==> src/verilog/emx_pkg.sv <==
// Constants and types for the exception and status logic
package emx_pkg;

  // ****************************************
  // Function codes
  // ****************************************
  localparam logic [7:0] FC_READ_HOLD  = 8'h03;
  localparam logic [7:0] FC_READ_INPUT = 8'h04;
  localparam logic [7:0] FC_WRITE_ONE  = 8'h06;
  localparam logic [7:0] FC_WRITE_MANY = 8'h10;
  localparam logic [7:0] FC_FILE_READ  = 8'h14;
  localparam logic [7:0] FC_FILE_WRITE = 8'h15;
  localparam logic [7:0] FC_EXC_FLAG   = 8'h80;
  localparam logic [7:0] FILE_REF_TYPE = 8'h06;

  // ****************************************
  // Exception codes
  // ****************************************
  localparam logic [7:0] EXC_FUNC      = 8'h01;
  localparam logic [7:0] EXC_ADDR      = 8'h02;
  localparam logic [7:0] EXC_VALUE     = 8'h03;
  localparam logic [7:0] EXC_FAILURE   = 8'h04;
  localparam logic [7:0] EXC_ACK       = 8'h05;
  localparam logic [7:0] EXC_BUSY      = 8'h06;
  localparam logic [7:0] EXC_PARITY    = 8'h08;
  localparam logic [7:0] EXC_GW_PATH   = 8'h0A;
  localparam logic [7:0] EXC_GW_TARGET = 8'h0B;

  // ****************************************
  // Quantity limits and register counts
  // ****************************************
  localparam logic [15:0] QTY_READ_MAX  = 16'h007D;
  localparam logic [15:0] QTY_WRITE_MAX = 16'h007B;
  localparam int          HOLD_REG_CNT  = 11;
  localparam int          INPUT_REG_CNT = 7;

  // ****************************************
  // Status word layout, reset values and checksum polynomial
  // ****************************************
  localparam int          ST_SCALE_BIT = 0;
  localparam int          ST_DIR_BIT   = 1;
  localparam int          ST_ALARM_BIT = 8;
  localparam logic [15:0] ST_RESET     = 16'h0000;
  localparam logic [15:0] CRC_INIT     = 16'hFFFF;
  localparam logic [15:0] CRC_POLY     = 16'hA001;

  // ****************************************
  // Reply kinds and sender states
  // ****************************************
  typedef enum logic [1:0] {
    RSP_NONE   = 2'b00,
    RSP_NORMAL = 2'b01,
    RSP_EXCEPT = 2'b10
  } emx_rsp_t;

  typedef enum logic [6:0] {
    TX_IDLE = 7'b000_0001,
    TX_ADDR = 7'b000_0010,
    TX_FUNC = 7'b000_0100,
    TX_CODE = 7'b000_1000,
    TX_WAIT = 7'b001_0000,
    TX_CRCL = 7'b010_0000,
    TX_CRCH = 7'b100_0000
  } emx_tx_t;

endpackage
==> src/verilog/emx_crc_if.sv <==
// Carrier between the reply sender and its checksum unit
`timescale 1ns/100ps
interface emx_crc_if;
  logic        clear;
  logic        enable;
  logic [7:0]  data;
  logic [15:0] crc;

  modport calc (
    input  clear,
    input  enable,
    input  data,
    output crc
  );

  modport user (
    output clear,
    output enable,
    output data,
    input  crc
  );
endinterface

==> src/verilog/emx_crc16.sv <==
// Byte-wise frame checksum unit
`timescale 1ns/100ps
module emx_crc16 (
  // Clock and reset
  input wire logic core_clk,
  input wire logic srst,
  // Checksum channel
  emx_crc_if.calc  crcBus
);

  // ****************************************
  // One byte of checksum update
  // ****************************************
  function automatic logic [15:0] crcByte(input logic [15:0] c, input logic [7:0] d);
    logic [15:0] r;
    r = c ^ {8'h00, d};
    for (int i = 0; i < 8; i++) begin
      r = r[0] ? ((r >> 1) ^ emx_pkg::CRC_POLY) : (r >> 1);
    end
    return r;
  endfunction

  logic [15:0] crc_q;

  always_ff @(posedge core_clk) begin
    if (srst || crcBus.clear) begin
      crc_q <= emx_pkg::CRC_INIT;
    end else if (crcBus.enable) begin
      crc_q <= crcByte(crc_q, crcBus.data);
    end
  end

  assign crcBus.crc = crc_q;

endmodule

==> src/verilog/emx_exception_status.sv <==
// Request outcome, exception reply sender and status word
//
// Function
// - Status bit 1 mirrors counting direction
// - Status bits 2-7, 9-15 unused
// - Status bit 8 set when any alarm
// - Clean serviceable request gets normal reply
// - Faulty or broadcast frame gets no reply
// - Unserviceable clean request gets exception reply
// - Normal reply echoes function code unchanged
// - Exception reply sets function code top bit
// - Exception reply carries an exception code
// - Code 01: function unsupported or wrong state
// - Code 02: address range past last register
// - Code 03: malformed request structure or quantity zero or over limit
// - Code 04: unrecoverable internal failure
// - Code 05: long programming accepted, running
// - Code 06: busy, client resends later
// - Code 08: file record parity fault
// - Code 0A: gateway path unavailable
// - Code 0B: gateway target did not answer
`timescale 1ns/100ps
module emx_exception_status #(
  parameter int HOLD_REGS  = emx_pkg::HOLD_REG_CNT,
  parameter int INPUT_REGS = emx_pkg::INPUT_REG_CNT,
  parameter bit FILE_EN    = 1'b0
) (
  // Clock and reset
  input  wire logic        core_clk,
  input  wire logic        srst,
  // Request from frame receiver
  input  wire logic        reqValid,
  input  wire logic        reqCommErr,
  input  wire logic        reqBroadcast,
  input  wire logic [7:0]  reqFunc,
  input  wire logic [15:0] reqStart,
  input  wire logic [15:0] reqQty,
  input  wire logic        reqLenOk,
  input  wire logic [7:0]  reqRefType,
  // Device conditions
  input  wire logic        devNotReady,
  input  wire logic        devFailure,
  input  wire logic        progAccepted,
  input  wire logic        progBusy,
  input  wire logic        memParityErr,
  input  wire logic        gwPathFail,
  input  wire logic        gwTargetFail,
  input  wire logic [7:0]  nodeAddr,
  // Status sources
  input  wire logic        scaleSet,
  input  wire logic        codeSeqSet,
  input  wire logic [15:0] alarmVec,
  // Outcome
  output logic             rspValid,
  output logic [1:0]       rspKind,
  output logic [7:0]       rspFunc,
  output logic [7:0]       rspCode,
  output logic             senderBusy,
  // Exception frame bytes
  output logic             txValid,
  output logic [7:0]       txByte,
  output logic             txLast,
  input  wire logic        txReady,
  // Status word
  output logic [15:0]      statusWord
);

  // ****************************************
  // Decode helpers
  // ****************************************
  function automatic logic isImpl(input logic [7:0] f);
    return (f == emx_pkg::FC_READ_HOLD) || (f == emx_pkg::FC_READ_INPUT) ||
           (f == emx_pkg::FC_WRITE_ONE) || (f == emx_pkg::FC_WRITE_MANY) ||
           (FILE_EN && ((f == emx_pkg::FC_FILE_READ) || (f == emx_pkg::FC_FILE_WRITE)));
  endfunction

  function automatic logic isFile(input logic [7:0] f);
    return (f == emx_pkg::FC_FILE_READ) || (f == emx_pkg::FC_FILE_WRITE);
  endfunction

  function automatic logic rangeBad(input logic [15:0] s, input logic [15:0] q,
                                    input int cnt);
    logic [16:0] top;
    top = {1'b0, s} + {1'b0, q};
    return top > 17'(cnt);
  endfunction

  function automatic logic qtyBad(input logic [15:0] q, input logic [15:0] maxq);
    return (q == 16'h0000) || (q > maxq);
  endfunction

  // ****************************************
  // Outcome decision
  // ****************************************
  logic [1:0]  kind;
  logic [7:0]  code;
  logic [15:0] qtyEff;
  logic        isWrite;
  logic        isInput;

  always_comb begin
    isWrite = (reqFunc == emx_pkg::FC_WRITE_ONE) || (reqFunc == emx_pkg::FC_WRITE_MANY);
    isInput = (reqFunc == emx_pkg::FC_READ_INPUT);
    qtyEff  = (reqFunc == emx_pkg::FC_WRITE_ONE) ? 16'h0001 : reqQty;
    kind    = emx_pkg::RSP_EXCEPT;
    code    = 8'h00;
    if (reqCommErr || reqBroadcast) begin
      kind = emx_pkg::RSP_NONE;
    end else if (!isImpl(reqFunc) || devNotReady) begin
      code = emx_pkg::EXC_FUNC;
    end else if (progBusy) begin
      code = emx_pkg::EXC_BUSY;
    end else if (!reqLenOk ||
                 (!isFile(reqFunc) && reqFunc != emx_pkg::FC_WRITE_ONE &&
                  qtyBad(reqQty, isWrite ? emx_pkg::QTY_WRITE_MAX
                                         : emx_pkg::QTY_READ_MAX))) begin
      code = emx_pkg::EXC_VALUE;
    end else if (!isFile(reqFunc) &&
                 rangeBad(reqStart, qtyEff, isInput ? INPUT_REGS : HOLD_REGS)) begin
      code = emx_pkg::EXC_ADDR;
    end else if (isFile(reqFunc) && reqRefType == emx_pkg::FILE_REF_TYPE &&
                 memParityErr) begin
      code = emx_pkg::EXC_PARITY;
    end else if (gwPathFail) begin
      code = emx_pkg::EXC_GW_PATH;
    end else if (gwTargetFail) begin
      code = emx_pkg::EXC_GW_TARGET;
    end else if (devFailure) begin
      code = emx_pkg::EXC_FAILURE;
    end else if (progAccepted) begin
      code = emx_pkg::EXC_ACK;
    end else begin
      kind = emx_pkg::RSP_NORMAL;
    end
  end

  // ****************************************
  // Outcome registers
  // ****************************************
  emx_pkg::emx_tx_t txState_q;
  emx_pkg::emx_tx_t txState_d;
  logic             take;
  logic             acc;

  assign take = reqValid && (txState_q == emx_pkg::TX_IDLE);
  assign acc  = txValid && txReady;

  // Outcome strobe
  always_ff @(posedge core_clk) begin
    if (srst) begin
      rspValid <= 1'b0;
    end else begin
      rspValid <= take;
    end
  end

  always_ff @(posedge core_clk) begin
    if (srst) begin
      rspKind <= emx_pkg::RSP_NONE;
    end else if (take) begin
      rspKind <= kind;
    end
  end

  always_ff @(posedge core_clk) begin
    if (srst) begin
      rspFunc <= 8'h00;
    end else if (take) begin
      rspFunc <= (kind == emx_pkg::RSP_EXCEPT) ? (reqFunc | emx_pkg::FC_EXC_FLAG)
                                               : reqFunc;
    end
  end

  always_ff @(posedge core_clk) begin
    if (srst) begin
      rspCode <= 8'h00;
    end else if (take) begin
      rspCode <= code;
    end
  end

  // ****************************************
  // Checksum unit
  // ****************************************
  emx_crc_if crcBus ();

  emx_crc16 u_crc (
    .core_clk (core_clk),
    .srst     (srst),
    .crcBus   (crcBus)
  );

  assign crcBus.clear  = take;
  assign crcBus.data   = txByte;
  assign crcBus.enable = acc && (txState_q inside {emx_pkg::TX_ADDR, emx_pkg::TX_FUNC,
                                                   emx_pkg::TX_CODE});

  // ****************************************
  // Exception frame sender
  // ****************************************
  // exception frame on refusal
  always_comb begin
    txState_d = txState_q;
    case (txState_q)
      emx_pkg::TX_IDLE: begin
        if (take && kind == emx_pkg::RSP_EXCEPT) begin
          txState_d = emx_pkg::TX_ADDR;
        end
      end
      emx_pkg::TX_ADDR: begin
        if (acc) begin
          txState_d = emx_pkg::TX_FUNC;
        end
      end
      emx_pkg::TX_FUNC: begin
        if (acc) begin
          txState_d = emx_pkg::TX_CODE;
        end
      end
      emx_pkg::TX_CODE: begin
        if (acc) begin
          txState_d = emx_pkg::TX_WAIT;
        end
      end
      emx_pkg::TX_WAIT: begin
        txState_d = emx_pkg::TX_CRCL;
      end
      emx_pkg::TX_CRCL: begin
        if (acc) begin
          txState_d = emx_pkg::TX_CRCH;
        end
      end
      emx_pkg::TX_CRCH: begin
        if (acc) begin
          txState_d = emx_pkg::TX_IDLE;
        end
      end
      default: begin
        txState_d = emx_pkg::TX_IDLE;
      end
    endcase
  end

  always_ff @(posedge core_clk) begin
    if (srst) begin
      txState_q <= emx_pkg::TX_IDLE;
    end else begin
      txState_q <= txState_d;
    end
  end

  // Byte presented for each state entered
  always_ff @(posedge core_clk) begin
    if (srst) begin
      txByte <= 8'h00;
    end else if (txState_d != txState_q) begin
      case (txState_d)
        emx_pkg::TX_ADDR: begin
          txByte <= nodeAddr;
        end
        emx_pkg::TX_FUNC: begin
          txByte <= rspFunc;
        end
        emx_pkg::TX_CODE: begin
          txByte <= rspCode;
        end
        emx_pkg::TX_CRCL: begin
          txByte <= crcBus.crc[7:0];
        end
        emx_pkg::TX_CRCH: begin
          txByte <= crcBus.crc[15:8];
        end
        default: begin
          txByte <= 8'h00;
        end
      endcase
    end
  end

  // Frame strobe and flags
  always_ff @(posedge core_clk) begin
    if (srst) begin
      txValid <= 1'b0;
    end else begin
      txValid <= txState_d inside {emx_pkg::TX_ADDR, emx_pkg::TX_FUNC, emx_pkg::TX_CODE,
                                   emx_pkg::TX_CRCL, emx_pkg::TX_CRCH};
    end
  end

  always_ff @(posedge core_clk) begin
    if (srst) begin
      txLast <= 1'b0;
    end else begin
      txLast <= txState_d == emx_pkg::TX_CRCH;
    end
  end

  always_ff @(posedge core_clk) begin
    if (srst) begin
      senderBusy <= 1'b0;
    end else begin
      senderBusy <= txState_d != emx_pkg::TX_IDLE;
    end
  end

  // ****************************************
  // Status word
  // ****************************************
  always_ff @(posedge core_clk) begin
    if (srst) begin
      statusWord <= emx_pkg::ST_RESET;
    end else begin
      statusWord <= emx_pkg::ST_RESET;
      statusWord[emx_pkg::ST_SCALE_BIT] <= scaleSet;
      statusWord[emx_pkg::ST_DIR_BIT]   <= codeSeqSet;
      statusWord[emx_pkg::ST_ALARM_BIT] <= |alarmVec;
    end
  end

endmodule

==> config.mk <==
export PLATFORM = sky130hd
export DESIGN_NAME = emx_exception_status
export DESIGN_NICKNAME = d
export VERILOG_FILES = /design/src/verilog/emx_pkg.sv /design/src/verilog/emx_crc_if.sv /design/src/verilog/emx_crc16.sv /design/src/verilog/emx_exception_status.sv
export SDC_FILE = /design/constraint.sdc
export NUM_CORES = 1
export LEC_CHECK = 0
export BUFFER_PORTS_ARGS = -buffer_cell sky130_fd_sc_hd__buf_2
export CORE_ASPECT_RATIO = 1.25
export CORE_UTILIZATION = 52
export CTS_CLUSTER_DIAMETER = 150
export DETAILED_ROUTE_END_ITERATION = 8
export PLACE_DENSITY_LB_ADDON = 0.1
export SYNTH_ARGS = -nofsm -noshare
export SYNTH_HDL_FRONTEND = slang
export SYNTH_SLANG_ARGS = --single-unit
==> constraint.sdc <==
create_clock -name core_clk -period 7 [get_ports core_clk]
set_clock_uncertainty 0.15 [all_clocks]
set_input_delay 1.4 -clock core_clk [delete_from_list [all_inputs] [get_ports core_clk]]
set_output_delay 1.4 -clock core_clk [all_outputs]
set_load 0.005 [all_outputs]
==> reports/results.ini <==
[status]
outcome = finished clean

[cts]
cts.reportedPaths.clkPinSlew_ps = 90
clock_latency_ps = 310
cts.sinks = 52
clockRootBuffer = clkbuf_8
postCtsHoldBufs = 0
post_cts_buffers = 0
post_cts_resized = 0
h-tree-depth = 2
cts_buffer_depth = 2
cts_buffers = 5
cts_tree = done

[synth]
syn_area_mm2 = 0.004020
synthMostInstantiatedCell = dfxtp_1
avgSynthCellArea_um2 = 8.171
synth_top_area_share_pct = 25.89
synth_edf_count = 0
ys_types = 66
synthFlopType = dfxtp_1
syn_inst = 492
yosysTopAreaCell = dfxtp_1
synth_common_cells = dfxtp_1 (52), nand2_1 (33), nor2_1 (33)
ys_ff_latch = 52
ys_top_cells_by_area = dfxtp_1 (26%), ha_1 (6.2%), xnor2_1 (4.4%)
ys_warn_count = 0
async_reset_ff_share_pct = 0
synth_seq_area_share_pct = 25.89

[power_and_ir_drop]
power_leakage_nw = 2.197
irDropWorstVdd_v = 0.0001671
powerDensity_mw_per_mm2 = 148.0
finalPower_uw = 700.1

[detailed_routing]
vias = 4177
drc = 0
ant_nets = 0
drt-wirelength-per-cell_um = 16.27
vias_per_cell = 6.019
drt-total-wl_mm = 11.29
first_pass_iters = 7
drtIter0Drc = 165

[hold_path]
hold_path_end = rspKind[1]
hp-class = flip-flop to flip-flop
hold_depth = 2
hold_start = rspKind[1]

[global_routing]
grt_remaining_overflow = 0
grt_pass1_vias = 3771
grt_pass1_wl_mm = 17.63
antenna_found_initial = 0
grt_use_met1_pct = 31.87
met2_usage_pct = 52.28
grt.busiest_layer = met2
grt_max_degree = 28
met3_usage_pct = 3.182
gr-usage-all-layers_pct = 28.02

[timing]
worstMarginPinSlew_ps = 945.1
maxSlewHeadroom_pct = 36.84
period_share_pct = 84.68
hold_viol_final = 0
fmax_mhz = 168.7
rsz0062_at_grt = no
fin_crit_ps = 5928
setup_viol = 0
drv_slew = 0
tns_ps = 0

[setup_path]
worstPathCellList = buf_2, nor4_1, nand2b_1, nor2_1, buf_4, or2_2, ha_1, inv_1, fa_1, nor2b_4, o31a_1, o211ai_1, a2111oi_0, nor4_1, nor4b_1, or2_0, a21oi_1, a32o_1
cp_slowest_cell = a2111oi_0
crit_type = input pin to flip-flop
crit_path_start_kind = input pin
rr_endpoint = txByte[7]
crit_buf_inv = 3
cp-end-kind = flip-flop
crit_fanout = 15
timing.reg2reg.setup_slack_ps = 3490
critPathRequiredTime_ps = 7100
ff2ff_path_depth = 9
slowest_delay_ps = 610
r2r_start = txState_q[2]
cp_top_family = compound AO/OA/AOI/OAI gates
cp_common_cell = nor4_1
cp_data_arrival_time_ps = 6030

[flow_run]
cap_violations = 0

[floorplanning]
io_pins = 134
start_util_pct = 54.00
coreArea_mm2 = 0.007445
die_area_mm2 = 0.008089
fp-row-count = 35
die_y_um = 100.3
die_w_um = 80.65

[placement]
port_buffers = 116
hpwl_mm = 9.067
gp_congestion = 0.9347

[final_layout]
drive_gt1_share_pct = 23.26
areaGrowthSynthToFinish_pct = 17.71
fin_nets = 710
diodes = 0

[registers in the layout (all words and copies together), names as in the netlist]
register	count
u_crc.crcBus.crc	16
rspFunc	8
txByte	8
txState_q	7
rspCode	4
statusWord	3
rspKind	2
rspValid	1
senderBusy	1
txLast	1
txValid	1
[layer usage]
metal / vias up / wire length [µm]
met4: 0 / 240
met5: - / 0
li1: 2037 / -
met3: 22 / 694
met2: 184 / 5805
met1: 1934 / 4550
[report_power, final]
| group | internal (mW) | switching [mW] |
|---|---|---|
| sequential | 0.301 | 0.00512 |
| clock | 0.117 | 0.0986 |
| combinational | 0.0785 | 0.0996 |
| total | 0.497 | 0.203 |
[through the flow]
step / hold slack, ps / utilization [%] / instance area (µm²) / instances / setup WS [ps]
6_report: 343.9 / 63.56 / 4732 / 694 / 1072
5_1_grt: 351.4 / 63.56 / 4732 / 694 / 717.0
4_1_cts: 343.2 / 63.56 / 4732 / 694 / 1093
3_5_place_dp: 315.1 / 61.93 / 4611 / 686 / 771.9
3_3_place_gp: 311.6 / 61.93 / 4611 / 686 / 853.6
2_1_floorplan: 302.7 / - / 4080 / 508 / 1140
[cell usage in the layout, fill, tap and decap left out, types with 19 or more instances in the layout]
cell and count:
buf_2 116, dfxtp_1 52, nand2_1 33, nor2b_1 20
a21oi_1 24, nor2_1 33, inv_1 25, ha_1 20
xnor2_1 20, o211ai_1 19
[worst reg2reg max path: cells and delay by family (launching register included)]
family	cells	cell delay, ps
flip-flops	1	510
AND/OR/NAND/NOR	2	700
AO/OA/AOI/OAI	5	1880
buffers and inverters	2	190
[final cells by class]
cell class	instances	area [µm²]
well taps	92	115.1
clock buffers	6	82.58
repair buffers	120	610.6
clock inverters	2	38.79
inverters	25	93.84
flip-flops and latches	52	1041
multi-input cells	397	2750
fillers	711	2713
[how the worst max path moves through the flow]
stage,slack [ps],from,endpoint,depth (start not counted)
after floorplan,1140,reqFunc[3],rspCode[1],18
after global placement,850,reqFunc[3],rspCode[1],19
after detailed placement,770,reqFunc[3],rspCode[1],20
after CTS,1090,reqFunc[3],rspCode[1],19
after global routing,720,reqFunc[3],txByte[7],18
final,1070,reqFunc[3],txByte[7],18
[kinds of logic (layout without fill, tap and decap cells)]
logic type	after synthesis	count (layout)	share of synthesized area (%)
buf+inv	59	153	7.189
flops	52	52	25.89
other cells	1	17	0.09328
simple gates	185	185	25.46
xor+xnor	26	26	5.665
fa+ha+maj	22	22	6.972
mux	14	14	3.486
compound gates	133	133	25.24
No activity file was read; power rests on OpenSTA's default activity.
